<file path="src/logic/lsp_pkg.sv">
// Constants and register map for the limit-switch positioning block.
// Behaviour
// RULE_01: Forward slowdown latches on active edge of its input while running forward.
// RULE_02: Slowdown latch state is saved outside and restored after power-up.
// RULE_03: With forward slowdown latched, reverse running stays at full speed.
// RULE_04: Forward slowdown latch clears on inactive edge while running reverse.
// RULE_05: A disable input or control bit suppresses the slowdown action while high.
// RULE_06: While disabled, sensor edges are still tracked and the latch updated.
// RULE_07: With short cams, operator first starts outside slowdown and stop zones.
// RULE_08: With long cams, the latch initialises from any position along the travel.
// RULE_09: Distance stop halts the load after a preset distance from the slowdown trip.
// RULE_10: The stop limit switch always overrides the distance stop.
// RULE_11: A deceleration-type setting selects between two distance-stop behaviours.
// RULE_12: Changing the ramp setting during a distance stop abandons the distance.
// RULE_13: Reversing direction during a distance stop abandons the distance.
// RULE_14: A distance stop in progress is not resumed after power-up.
// RULE_15: Sensor inputs act on rising or on falling edge, as configured.
// RULE_16: Identical latch logic serves both directions and both slowdown and stop.
// RULE_17: Inputs are sampled every cycle; one transition gives exactly one event.
package lsp_pkg;
	localparam int ADDR_W = 8;
	localparam int DATA_W = 32;
	localparam int NCH = 4;
	// Channel indices: slowdown and stop, forward and reverse.
	localparam int CH_SLOW_FW = 0;
	localparam int CH_SLOW_RV = 1;
	localparam int CH_STOP_FW = 2;
	localparam int CH_STOP_RV = 3;
	// Register offsets.
	localparam logic [ADDR_W-1:0] OFS_CTRL = 8'h00;
	localparam logic [ADDR_W-1:0] OFS_BITS = 8'h04;
	localparam logic [ADDR_W-1:0] OFS_DIST = 8'h08;
	localparam logic [ADDR_W-1:0] OFS_RATED = 8'h0c;
	localparam logic [ADDR_W-1:0] OFS_RAMP = 8'h10;
	localparam logic [ADDR_W-1:0] OFS_STATUS = 8'h14;
	// Control register fields.
	localparam int CTRL_POL = 0;
	localparam int CTRL_DIS = 1;
	localparam int CTRL_DIST_EN = 2;
	localparam int CTRL_PROFILE = 3;
	localparam int CTRL_SRC_BITS = 4;
	localparam int CTRL_LONG_CAM = 5;
	localparam int CTRL_W = 6;
	localparam logic [CTRL_W-1:0] CTRL_RST = 6'h01;
	// Control-word bit register: four sensor bits then the disable bit.
	localparam int BITS_DIS = 4;
	localparam int BITS_W = 5;
	localparam logic [BITS_W-1:0] BITS_RST = 5'h00;
	localparam int VAL_W = 16;
	localparam logic [VAL_W-1:0] DIST_RST = 16'h0000;
	localparam logic [VAL_W-1:0] RATED_RST = 16'h0001;
	localparam logic [VAL_W-1:0] RAMP_RST = 16'h0000;
	// Status register fields.
	localparam int ST_LATCH = 0;
	localparam int ST_DIST_ACT = 4;
	localparam int ST_DIST_DONE = 5;
	localparam int ST_DECEL = 6;
	localparam int ST_DIS = 7;
	// Cycles of deceleration assumed per unit of trip speed for the late-decel profile.
	localparam int DECEL_CYC = 16;
	typedef enum logic [1:0] {
		DS_IDLE = 2'b00,
		DS_RUN = 2'b01,
		DS_DONE = 2'b10
	} lsp_dstate_type;
endpackage

</file>
<file path="src/logic/lsp_dist_if.sv">
// Interface between the positioning core and its distance-stop engine.
`timescale 1ns/1ps
interface lsp_dist_if;
	logic start;
	logic abort;
	logic profile;
	logic [15:0] distance;
	logic [15:0] rated;
	logic [15:0] speed;
	logic active;
	logic decel_req;
	logic done;
	modport core (output start, abort, profile, distance, rated, speed,
		input active, decel_req, done);
	modport eng (input start, abort, profile, distance, rated, speed,
		output active, decel_req, done);
endinterface

</file>
<file path="src/logic/lsp_top.sv">
// Positioning logic by sensors or limit switches, with distance stop.
`timescale 1ns/1ps
module lsp_top import lsp_pkg::*; (
	// Clock and reset.
	input wire logic mclk,
	input wire logic srst,
	// Register port.
	input wire logic [ADDR_W-1:0] reg_addr,
	input wire logic [DATA_W-1:0] reg_wdata,
	input wire logic reg_wr,
	input wire logic reg_rd,
	output logic [DATA_W-1:0] reg_rdata,
	// Sensor inputs: slow fw, slow rv, stop fw, stop rv.
	input wire logic [NCH-1:0] sensor_in,
	input wire logic disable_in,
	// Motor state.
	input wire logic run_fw,
	input wire logic run_rv,
	input wire logic [VAL_W-1:0] speed_est,
	// Retained latch state.
	input wire logic [NCH-1:0] nv_restore,
	output logic [NCH-1:0] nv_save,
	// Commands to the drive.
	output logic slow_fw_cmd,
	output logic slow_rv_cmd,
	output logic stop_cmd,
	output logic decel_cmd
);
	logic [CTRL_W-1:0] ctrl_q;
	logic [CTRL_W-1:0] ctrl_d;
	logic [BITS_W-1:0] bits_q;
	logic [BITS_W-1:0] bits_d;
	logic [VAL_W-1:0] dist_q;
	logic [VAL_W-1:0] dist_d;
	logic [VAL_W-1:0] rated_q;
	logic [VAL_W-1:0] rated_d;
	logic [VAL_W-1:0] ramp_q;
	logic [VAL_W-1:0] ramp_d;
	logic [DATA_W-1:0] rdata_q;
	logic [DATA_W-1:0] rdata_d;
	logic [NCH-1:0] latch_q;
	logic [NCH-1:0] latch_d;
	logic restore_q;
	logic restore_d;
	logic trip_fw_q;
	logic trip_fw_d;
	logic [NCH-1:0] smp;
	logic [NCH-1:0] act_edge;
	logic [NCH-1:0] ina_edge;
	logic [NCH-1:0] act_lvl;
	logic dis;
	logic ramp_chg;
	logic dir_chg;
	logic trip;
	lsp_dist_if dif ();

	// Direction of a channel: even channels face forward.
	function automatic logic ch_fwd(input int ch);
		return (ch % 2) == 0;
	endfunction

	// Running in the channel's own direction or against it.
	function automatic logic ch_run(input int ch, input logic same, input logic fw,
		input logic rv);
		return (ch_fwd(ch) == same) ? fw : rv;
	endfunction

	// Sensors come from pins or from control-word bits.
	assign smp = ctrl_q[CTRL_SRC_BITS] ? bits_q[NCH-1:0] : sensor_in;
	assign dis = ctrl_q[CTRL_DIS] | bits_q[BITS_DIS] | disable_in;

	lsp_edge #(.W(NCH)) u_edge (
		.mclk(mclk),
		.srst(srst),
		.smp(smp),
		.pol_rise(ctrl_q[CTRL_POL]),
		.act_edge(act_edge),
		.ina_edge(ina_edge),
		.act_lvl(act_lvl)
	);

	// Register writes.
	always_comb begin
		ctrl_d = ctrl_q;
		bits_d = bits_q;
		dist_d = dist_q;
		rated_d = rated_q;
		ramp_d = ramp_q;
		if (reg_wr) begin
			case (reg_addr)
				OFS_CTRL: ctrl_d = reg_wdata[CTRL_W-1:0];
				OFS_BITS: bits_d = reg_wdata[BITS_W-1:0];
				OFS_DIST: dist_d = reg_wdata[VAL_W-1:0];
				OFS_RATED: rated_d = reg_wdata[VAL_W-1:0];
				OFS_RAMP: ramp_d = reg_wdata[VAL_W-1:0];
				default: ;
			endcase
		end
	end

	// Register reads; unmapped offsets answer zero.
	always_comb begin
		rdata_d = '0;
		if (reg_rd) begin
			case (reg_addr)
				OFS_CTRL: rdata_d = {{(DATA_W-CTRL_W){1'b0}}, ctrl_q};
				OFS_BITS: rdata_d = {{(DATA_W-BITS_W){1'b0}}, bits_q};
				OFS_DIST: rdata_d = {16'h0000, dist_q};
				OFS_RATED: rdata_d = {16'h0000, rated_q};
				OFS_RAMP: rdata_d = {16'h0000, ramp_q};
				OFS_STATUS: begin
					rdata_d[ST_LATCH +: NCH] = latch_q;
					rdata_d[ST_DIST_ACT] = dif.active;
					rdata_d[ST_DIST_DONE] = dif.done;
					rdata_d[ST_DECEL] = decel_cmd;
					rdata_d[ST_DIS] = dis;
				end
				default: rdata_d = '0;
			endcase
		end
	end

	// Latches track sensors whether or not the function is disabled.
	always_comb begin
		latch_d = latch_q;
		restore_d = 1'b0;
		if (restore_q) begin
			latch_d = nv_restore; // RULE_02
		end else if (ctrl_q[CTRL_LONG_CAM]) begin
			// Long cams cover the zone, so the level itself gives the position.
			latch_d = act_lvl; // RULE_08
		end else begin
			for (int ch = 0; ch < NCH; ch++) begin
				if (act_edge[ch] && ch_run(ch, 1'b1, run_fw, run_rv)) begin
					latch_d[ch] = 1'b1; // RULE_01 RULE_16 RULE_06
				end else if (ina_edge[ch] && ch_run(ch, 1'b0, run_fw, run_rv)) begin
					latch_d[ch] = 1'b0; // RULE_04 RULE_16
				end
			end
		end
	end

	// Distance-stop control.
	assign trip = !restore_q && !ctrl_q[CTRL_LONG_CAM] && !dis && ctrl_q[CTRL_DIST_EN]
		&& ((act_edge[CH_SLOW_FW] && run_fw) || (act_edge[CH_SLOW_RV] && run_rv));
	assign ramp_chg = reg_wr && reg_addr == OFS_RAMP && reg_wdata[VAL_W-1:0] != ramp_q;
	assign dir_chg = trip_fw_q ? run_rv : run_fw;

	always_comb begin
		trip_fw_d = trip_fw_q;
		if (trip) begin
			trip_fw_d = run_fw;
		end
	end

	assign dif.start = trip; // RULE_09
	assign dif.abort = dif.active && (ramp_chg || dir_chg); // RULE_12 RULE_13
	assign dif.profile = ctrl_q[CTRL_PROFILE]; // RULE_11
	assign dif.distance = dist_q;
	assign dif.rated = rated_q;
	assign dif.speed = speed_est;

	lsp_dist u_dist (
		.mclk(mclk),
		.srst(srst),
		.dif(dif)
	);

	always_ff @(posedge mclk) begin
		if (srst) begin
			ctrl_q <= CTRL_RST;
			bits_q <= BITS_RST;
			dist_q <= DIST_RST;
			rated_q <= RATED_RST;
			ramp_q <= RAMP_RST;
			rdata_q <= '0;
			latch_q <= '0;
			restore_q <= 1'b1;
			trip_fw_q <= 1'b0;
		end else begin
			ctrl_q <= ctrl_d;
			bits_q <= bits_d;
			dist_q <= dist_d;
			rated_q <= rated_d;
			ramp_q <= ramp_d;
			rdata_q <= rdata_d;
			latch_q <= latch_d;
			restore_q <= restore_d;
			trip_fw_q <= trip_fw_d;
		end
	end

	assign reg_rdata = rdata_q;
	assign nv_save = latch_q; // RULE_02
	// Slowdown acts only toward the latched end; the other way runs free.
	assign slow_fw_cmd = latch_q[CH_SLOW_FW] && run_fw && !dis; // RULE_03 RULE_05
	assign slow_rv_cmd = latch_q[CH_SLOW_RV] && run_rv && !dis; // RULE_05
	// The stop switch stops the motor whatever the distance engine is doing.
	assign stop_cmd = (latch_q[CH_STOP_FW] && run_fw) || (latch_q[CH_STOP_RV] && run_rv)
		|| dif.done; // RULE_10
	assign decel_cmd = dif.decel_req && !stop_cmd; // RULE_10
endmodule

</file>
<file path="src/logic/lsp_edge.sv">
// Per-channel edge detector with selectable active edge.
`timescale 1ns/1ps
module lsp_edge import lsp_pkg::*; #(
	parameter int W = 4
) (
	// Clock and reset.
	input wire logic mclk,
	input wire logic srst,
	// Samples and polarity.
	input wire logic [W-1:0] smp,
	input wire logic pol_rise,
	// Events and levels.
	output logic [W-1:0] act_edge,
	output logic [W-1:0] ina_edge,
	output logic [W-1:0] act_lvl
);
	logic [W-1:0] prev_q;
	logic [W-1:0] prev_d;
	logic [W-1:0] rise;
	logic [W-1:0] fall;

	always_comb begin
		prev_d = smp;
		rise = smp & ~prev_q; // RULE_17
		fall = ~smp & prev_q;
		act_edge = pol_rise ? rise : fall; // RULE_15
		ina_edge = pol_rise ? fall : rise;
		act_lvl = pol_rise ? smp : ~smp;
	end

	always_ff @(posedge mclk) begin
		if (srst) begin
			prev_q <= '0;
		end else begin
			prev_q <= prev_d;
		end
	end
endmodule

</file>
<file path="src/logic/lsp_dist.sv">
// Distance-stop engine: travels a preset distance after the slowdown trip.
`timescale 1ns/1ps
module lsp_dist import lsp_pkg::*; (
	// Clock and reset.
	input wire logic mclk,
	input wire logic srst,
	// Link to the core.
	lsp_dist_if.eng dif
);
	lsp_dstate_type st_q;
	lsp_dstate_type st_d;
	logic [31:0] acc_q;
	logic [31:0] acc_d;
	logic [31:0] tgt_q;
	logic [31:0] tgt_d;
	logic [31:0] ramp_q;
	logic [31:0] ramp_d;
	logic late;

	always_comb begin
		st_d = st_q;
		acc_d = acc_q;
		tgt_d = tgt_q;
		ramp_d = ramp_q;
		late = 1'b0;
		case (st_q)
			DS_IDLE, DS_DONE: begin
				if (dif.start) begin
					// Stop point from distance and rated speed; ramp from the speed at the trip.
					st_d = DS_RUN; // RULE_09
					acc_d = '0;
					tgt_d = dif.distance * dif.rated;
					ramp_d = dif.speed * 32'(DECEL_CYC);
				end
			end
			DS_RUN: begin
				acc_d = acc_q + {16'h0000, dif.speed};
				late = (acc_q + ramp_q) >= tgt_q;
				if (acc_q >= tgt_q) begin
					st_d = DS_DONE;
				end
			end
			default: st_d = DS_IDLE;
		endcase
		if (dif.abort) begin
			st_d = DS_IDLE; // RULE_12 RULE_13
		end
	end

	always_ff @(posedge mclk) begin
		if (srst) begin
			st_q <= DS_IDLE; // RULE_14
			acc_q <= '0;
			tgt_q <= '0;
			ramp_q <= '0;
		end else begin
			st_q <= st_d;
			acc_q <= acc_d;
			tgt_q <= tgt_d;
			ramp_q <= ramp_d;
		end
	end

	assign dif.active = (st_q == DS_RUN);
	assign dif.done = (st_q == DS_DONE);
	// Profile 0 decelerates at once; profile 1 holds speed until the ramp fits.
	assign dif.decel_req = (st_q == DS_RUN) && (!dif.profile || late); // RULE_11
endmodule

</file>
<file path="config.mk">
export PLATFORM = sky130hd
export DESIGN_NAME = lsp_top
export DESIGN_NICKNAME = d
export VERILOG_FILES = /design/src/logic/lsp_pkg.sv /design/src/logic/lsp_dist_if.sv /design/src/logic/lsp_top.sv /design/src/logic/lsp_edge.sv /design/src/logic/lsp_dist.sv
export SDC_FILE = /design/constraint.sdc
export NUM_CORES = 1
export LEC_CHECK = 0
export BUFFER_PORTS_ARGS = -buffer_cell sky130_fd_sc_hd__buf_2
export CAP_MARGIN = 20
export CORE_MARGIN = 2
export CORE_UTILIZATION = 25
export CTS_BUF_LIST = sky130_fd_sc_hd__clkbuf_4
export DETAILED_ROUTE_END_ITERATION = 12
export PLACE_DENSITY = 0.48
export SETUP_SLACK_MARGIN = 0.2
export SLEW_MARGIN = 30
export SYNTH_ARGS = -nofsm -noshare
export SYNTH_HDL_FRONTEND = slang
export SYNTH_SLANG_ARGS = --single-unit
</file>
<file path="constraint.sdc">
create_clock -name mclk -period 11.7 [get_ports mclk]
set_input_delay 1.17 -clock mclk [delete_from_list [all_inputs] [get_ports mclk]]
set_output_delay 1.17 -clock mclk [all_outputs]
set_load 0.005 [all_outputs]
</file>
# Word level (Yosys, flattened, before mapping)
# Index checks and enable logic that the tools add are counted.
totals:
  memories: 0
  word_cells: 114
  latchBits: 0
  register_bits: 183
  romBits: 0
  output_inout_bits: 40
  mem_bits_rw: 0
  in_bits: 71
op_classes:
  order_cmp: 2
  add_sub_neg: 2
  n_shift: 0
  div: 0
  reduce_logical: 51
  bitwise_logic: 7
  mux: 24
  multipliers: 1
  n_eq_ne: 10
ops:
  columns: ["cell", "n"]
  rows:
  - ["greater-or-equal comparator 32 bit", 2]
  - ["one-hot mux 32 bit (2 select lines)", 1]
  - ["one-hot mux 8 bit (6 select lines)", 1]
  - ["adder 32 x 16 -> 32 bit", 1]
  - ["adder 32 x 20 -> 32 bit", 1]
  - ["multiplier 16 x 16 -> 32 bit", 1]
  - ["2-to-1 mux 32 bit", 1]
  - ["2-to-1 mux 4 bit", 6]
  - ["one-hot mux 8 bit (3 select lines)", 1]
  - ["logical AND 1 bit", 23]
  - ["== test 8 x 4 -> 1 bit, second input constant", 2]
  - ["== test 8 x 5 -> 1 bit, second input constant", 2]
  - ["inequality test 16 bit", 1]
  - ["AND reduction 2 bit", 8]
  - ["nonzero test 4 bit", 4]
  - ["2-to-1 mux 1 bit", 11]
  - ["AND 4 bit", 2]
  - ["== test 8 x 3 -> 1 bit, second input constant", 1]
  - ["zero test 8 bit", 1]
  - ["NOT 4 bit", 2]
  - ["OR reduction 2 bit", 3]
  - ["zero test 1 bit", 5]
  - ["logical OR 1 bit", 5]
  - ["2-to-1 mux 2 bit", 2]
  - ["other kinds (9)", 10]

# Longest topological paths before layout
logic_depth:
  depth_word: 9
  depth_mapped: 24
  depth_no_buf: 21

# Modules after synthesis
# Synthesis repeated with hierarchy kept, for this count alone.
unflattened:
  hier_cells: 2211
  hier_area_um2: 18813.0
modules_own_cells:
  columns: ["module", "area_each_um2", "seq_area_each_um2", "cells_each", "instances"]
  rows:
  - ["lsp_dist", 14707.9, 1641.6, 1776, 1]
  - ["lsp_top", 3823.7, 1621.6, 404, 1]
  - ["lsp_edge", 281.5, 80.1, 31, 1]

# Worst setup path before layout
# OpenSTA, ideal clock, no wires.
synth_path:
  path_kind: "reg-to-reg"
  start: "reg dist_q[6], in the netlist dif.distance[6]"
  end: "reg u_dist.tgt_q[24]"
  required_ns: 11.636
  arrival_ns: 5.903
  path_slack_ns: 5.734
  setup_time_ns: 0.064
  period_less_slack_ns: 5.966
  n_path_buf: 3
  path_stages_with_launch: 22
  cell_sequence: "dfxtp_1 > clkbuf_1 > clkbuf_1 > nand2_1 > fa_1 > inv_1 > fa_1 > fa_1 > fa_1 > fa_1 > inv_1 > fa_1 > inv_1 > ha_1 > clkbuf_1 > a21o_1 > o21bai_1 > a31o_2 > a211oi_1 > nor2_1 > or3_1 > nand4_1"
synth_between:
  elab_chain_cells: 1
synth_rtl:
  columns: ["item", "line", "source"]
  rows:
  - ["start, declared", "lsp_top.sv:33", "logic [VAL_W-1:0] dist_q;"]
  - ["start signal, assigned", "lsp_top.sv:183", "dist_q <= dist_d;"]
  - ["multiplier 16 x 16 -> 32 bit", "lsp_dist.sv:32", "tgt_d = dif.distance * dif.rated;"]
  - ["end signal, assigned", "lsp_dist.sv:59", "tgt_q <= tgt_d;"]
  - ["end, declared", "lsp_dist.sv:14", "logic [31:0] tgt_q;"]
# No other way between the ends.
# A chain may end at the register's enable or synchronous reset.

# Worst setup path in the final report
layout_path:
  start: "reg dist_q[9], in the netlist dif.distance[9]"
  end: "reg u_dist.tgt_q[29]"
# The elaborated chain is that of the path after synthesis.

==> reports/qor.txt <==
Cell taking the most area after synthesis: fa_1
Critical path fanouts, max: 18
Top cells by area, synth: fa_1 (21%), dfxtp_1 (18%), ha_1 (13%), nand2_1 (7.9%), a21oi_1 (5.4%)
Yosys reg bits: 167
Register area share after synthesis: 0.178
Fin. Hold Viols: 0
CP Class: flop to flop
Slew HR: 0.341
Clk_skew: 0.0335 ns
Commonest non-fill, non-tap cells in the layout: nand2_1 (395), inv_1 (267), a21oi_1 (201)
Placeable core area: 74,300 sq um
RSZ-0062 raised after global routing: no
Layout cells sized above 1: 0.0708
Vias/cell: 4.81
Synth async-reset ratio: 0
Worst skew pair latency: 0.67 ns
WHS: 0.465 ns
Drt first pass iters: 8
Dominant synthesized flop cell: dfxtp_1
Power Dens Cells: 49.0 nW/um^2
Mapped Cells: 2,305
Post-synth top area share: 0.209
Starting density of the core: 0.252
Min Tclk post-route: 6.95 ns
Worst vdd ir: 0.0568 mV
Storage element area: 3350 sq um
Min-delay worst type: flop to flop
Total global routing overflow: 0
Drt wl/cell: 16.7 um
# Max-Cap Violations: 0
Period utilization: 0.594
CTS resizes: 0
Worst EP arrival: 7.49 ns
Drt total wl: 54,800 um
I/O pin count: 111
Bufs on Longest Clock Path: 2
Clock root buffer: clkbuf_4
Mapped Area: 18,800 sq um
Area of the multi-input gates: 13,900 sq um
Tot GR Track Use: 0.145
PortBufs: 78
Area of the die: 77,200 sq um
Commonest non-fill, non-tap cell in the layout: nand2_1
Startpoint Class: flop
Post-CTS Hold Buffers: 0
Postcts setup bufs: 0
Drt initial violations: 1,083
H-tree depth: 4
DRC viols: 0
Routed via count: 15,814
Fmax: 144 MHz
Layout Nets: 2,767
Status: completed
Synth-to-Final Area Change: 8.22%
Mapped Avg Cell Area: 8.14 sq um
CTS tree: done
Row Count: 100
Worst Max-Slew Pin Slew: 0.987 ns
Worst EP required: 12.24 ns
Max Transition Viols Final: 0
Layout fillers: 8,112
Initial antenna violation count: 3
Synth warnings: 0
Final setup viols: 0
Synth unique cells: 80
Die height: 278 um
Number of synthesized flops with an enable pin: 0
TritonCTS buffer count: 17
Die extent in x: 278 um
Placer Congestion: 0.843
First-pass GRT wire length: 88,900 um
Clk pin slew, worst setup/hold paths: 0.16 ns
# clock sinks: 167
DRT antenna net count: 0
Largest net degree at the start of global routing: 70
Final setup TNS: 0 ns
CP Capture Type: flop
Vias in the first global route: 16,113
Leakage: 9.06 nW
DPL Wire Length: 42,200 um
[power by group]
group / leakage (nW) / switching (mW) / internal, mW
registers: 1.35 / 0.00395 / 0.571
logic: 7.57 / 0.0424 / 0.0218
clock network: 0.136 / 0.245 / 0.110
total: 9.06 / 0.291 / 0.703
[logic make-up (layout without fill, tap and decap cells)]
family,after synthesis,after routing,share of synthesized area
AND/OR/NAND/NOR,812,812,0.203
AO/OA/AOI/OAI,422,422,0.141
buffers and inverters,403,400,0.0846
adder cells (fa/ha/maj),392,392,0.340
flip-flops,167,167,0.178
XOR/XNOR,75,75,0.0350
multiplexers,33,33,0.0186
other,1,17,0.000200
[synth_stat cells, types with 10 or more instances]
library cell and n:
a21oi_1 201, dfxtp_1 167, mux2i_1 22, a31oi_1 11
nand2_1 395, clkbuf_1 110, xor2_1 23, a211oi_1 15
and3_1 25, buf_4 16, nor2b_1 12, o21ai_0 52
a22oi_1 11, inv_1 267, nor2_1 109, a22o_1 10
nor3_1 27, nand4_1 26, and2_1 127, ha_1 196
xnor2_1 52, fa_1 196, a21o_1 21, nand3_1 33
nand3b_1 12
[worst max-delay path, stage by stage, from the launching register on]
cell and delay [ns]:
dfxtp_1 1.00, nand2_1 0.17, fa_1 0.53, fa_1 0.55
inv_1 0.06, fa_1 0.51, inv_1 0.06, fa_1 0.54
inv_1 0.05, fa_1 0.51, fa_1 0.46, ha_1 0.41
nand2_1 0.07, o21ai_0 0.30, a21oi_1 0.15, o41ai_1 0.70
nand2_1 0.19, nor3b_1 0.19, or3_1 0.35
[per-layer routing]
layer,up-vias,routed length [um],track usage
met5,-,0,0
met4,0,964,0.0338
met3,52,2530,0.0208
met1,7779,25900,0.199
met2,368,25400,0.240
li1,7615,-,-
[area by class of cell]
type | count | share of cell area
clock buffers | 17 | 0.00629
flip-flops and latches | 167 | 0.165
inverters | 267 | 0.0494
repair buffers | 101 | 0.0279
diodes | 1 | 0.000123
well taps | 969 | 0.0597
multi-input cells | 1750 | 0.685
clock inverters | 15 | 0.00696
[path summary, 6_finish.rpt]
path,from,end,slack (ns),cells past startpoint
setup / recovery,dif.distance[9],u_dist.tgt_q[29],4.75,18
hold / removal,u_dist.tgt_q[2],u_dist.tgt_q[2],0.47,2
setup reg to reg,dif.distance[9],u_dist.tgt_q[29],4.75,18
hold reg to reg,u_dist.tgt_q[2],u_dist.tgt_q[2],0.47,2
[flip-flops by register name, indices dropped and copies added, names as in the netlist]
register and cells:
ramp_q 16, u_dist.acc_q 32, u_dist.st_q 2, bits_q 5, trip_fw_q 1, u_dist.ramp_q 16
dif.distance 16, u_dist.tgt_q 32, nv_save 4, ctrl_q 6, u_edge.prev_q 4, reg_rdata 16
restore_q 1, dif.rated 16
[per-stage QoR]
stage / total power [mW] / instances / utilization / area [sq um] / setup slack [ns]
floorplan: 0.626 / 2320 / - / 18800 / 5.73
global placement: 0.650 / 3254 / 0.269 / 20000 / 4.73
detailed placement: 0.651 / 3254 / 0.269 / 20000 / 4.77
CTS: 1.01 / 3286 / 0.273 / 20300 / 4.70
global route: 1.04 / 3287 / 0.273 / 20300 / 4.47
finish: 0.994 / 3287 / 0.273 / 20300 / 4.75
Note: power is estimated with default switching activity, not from simulation.
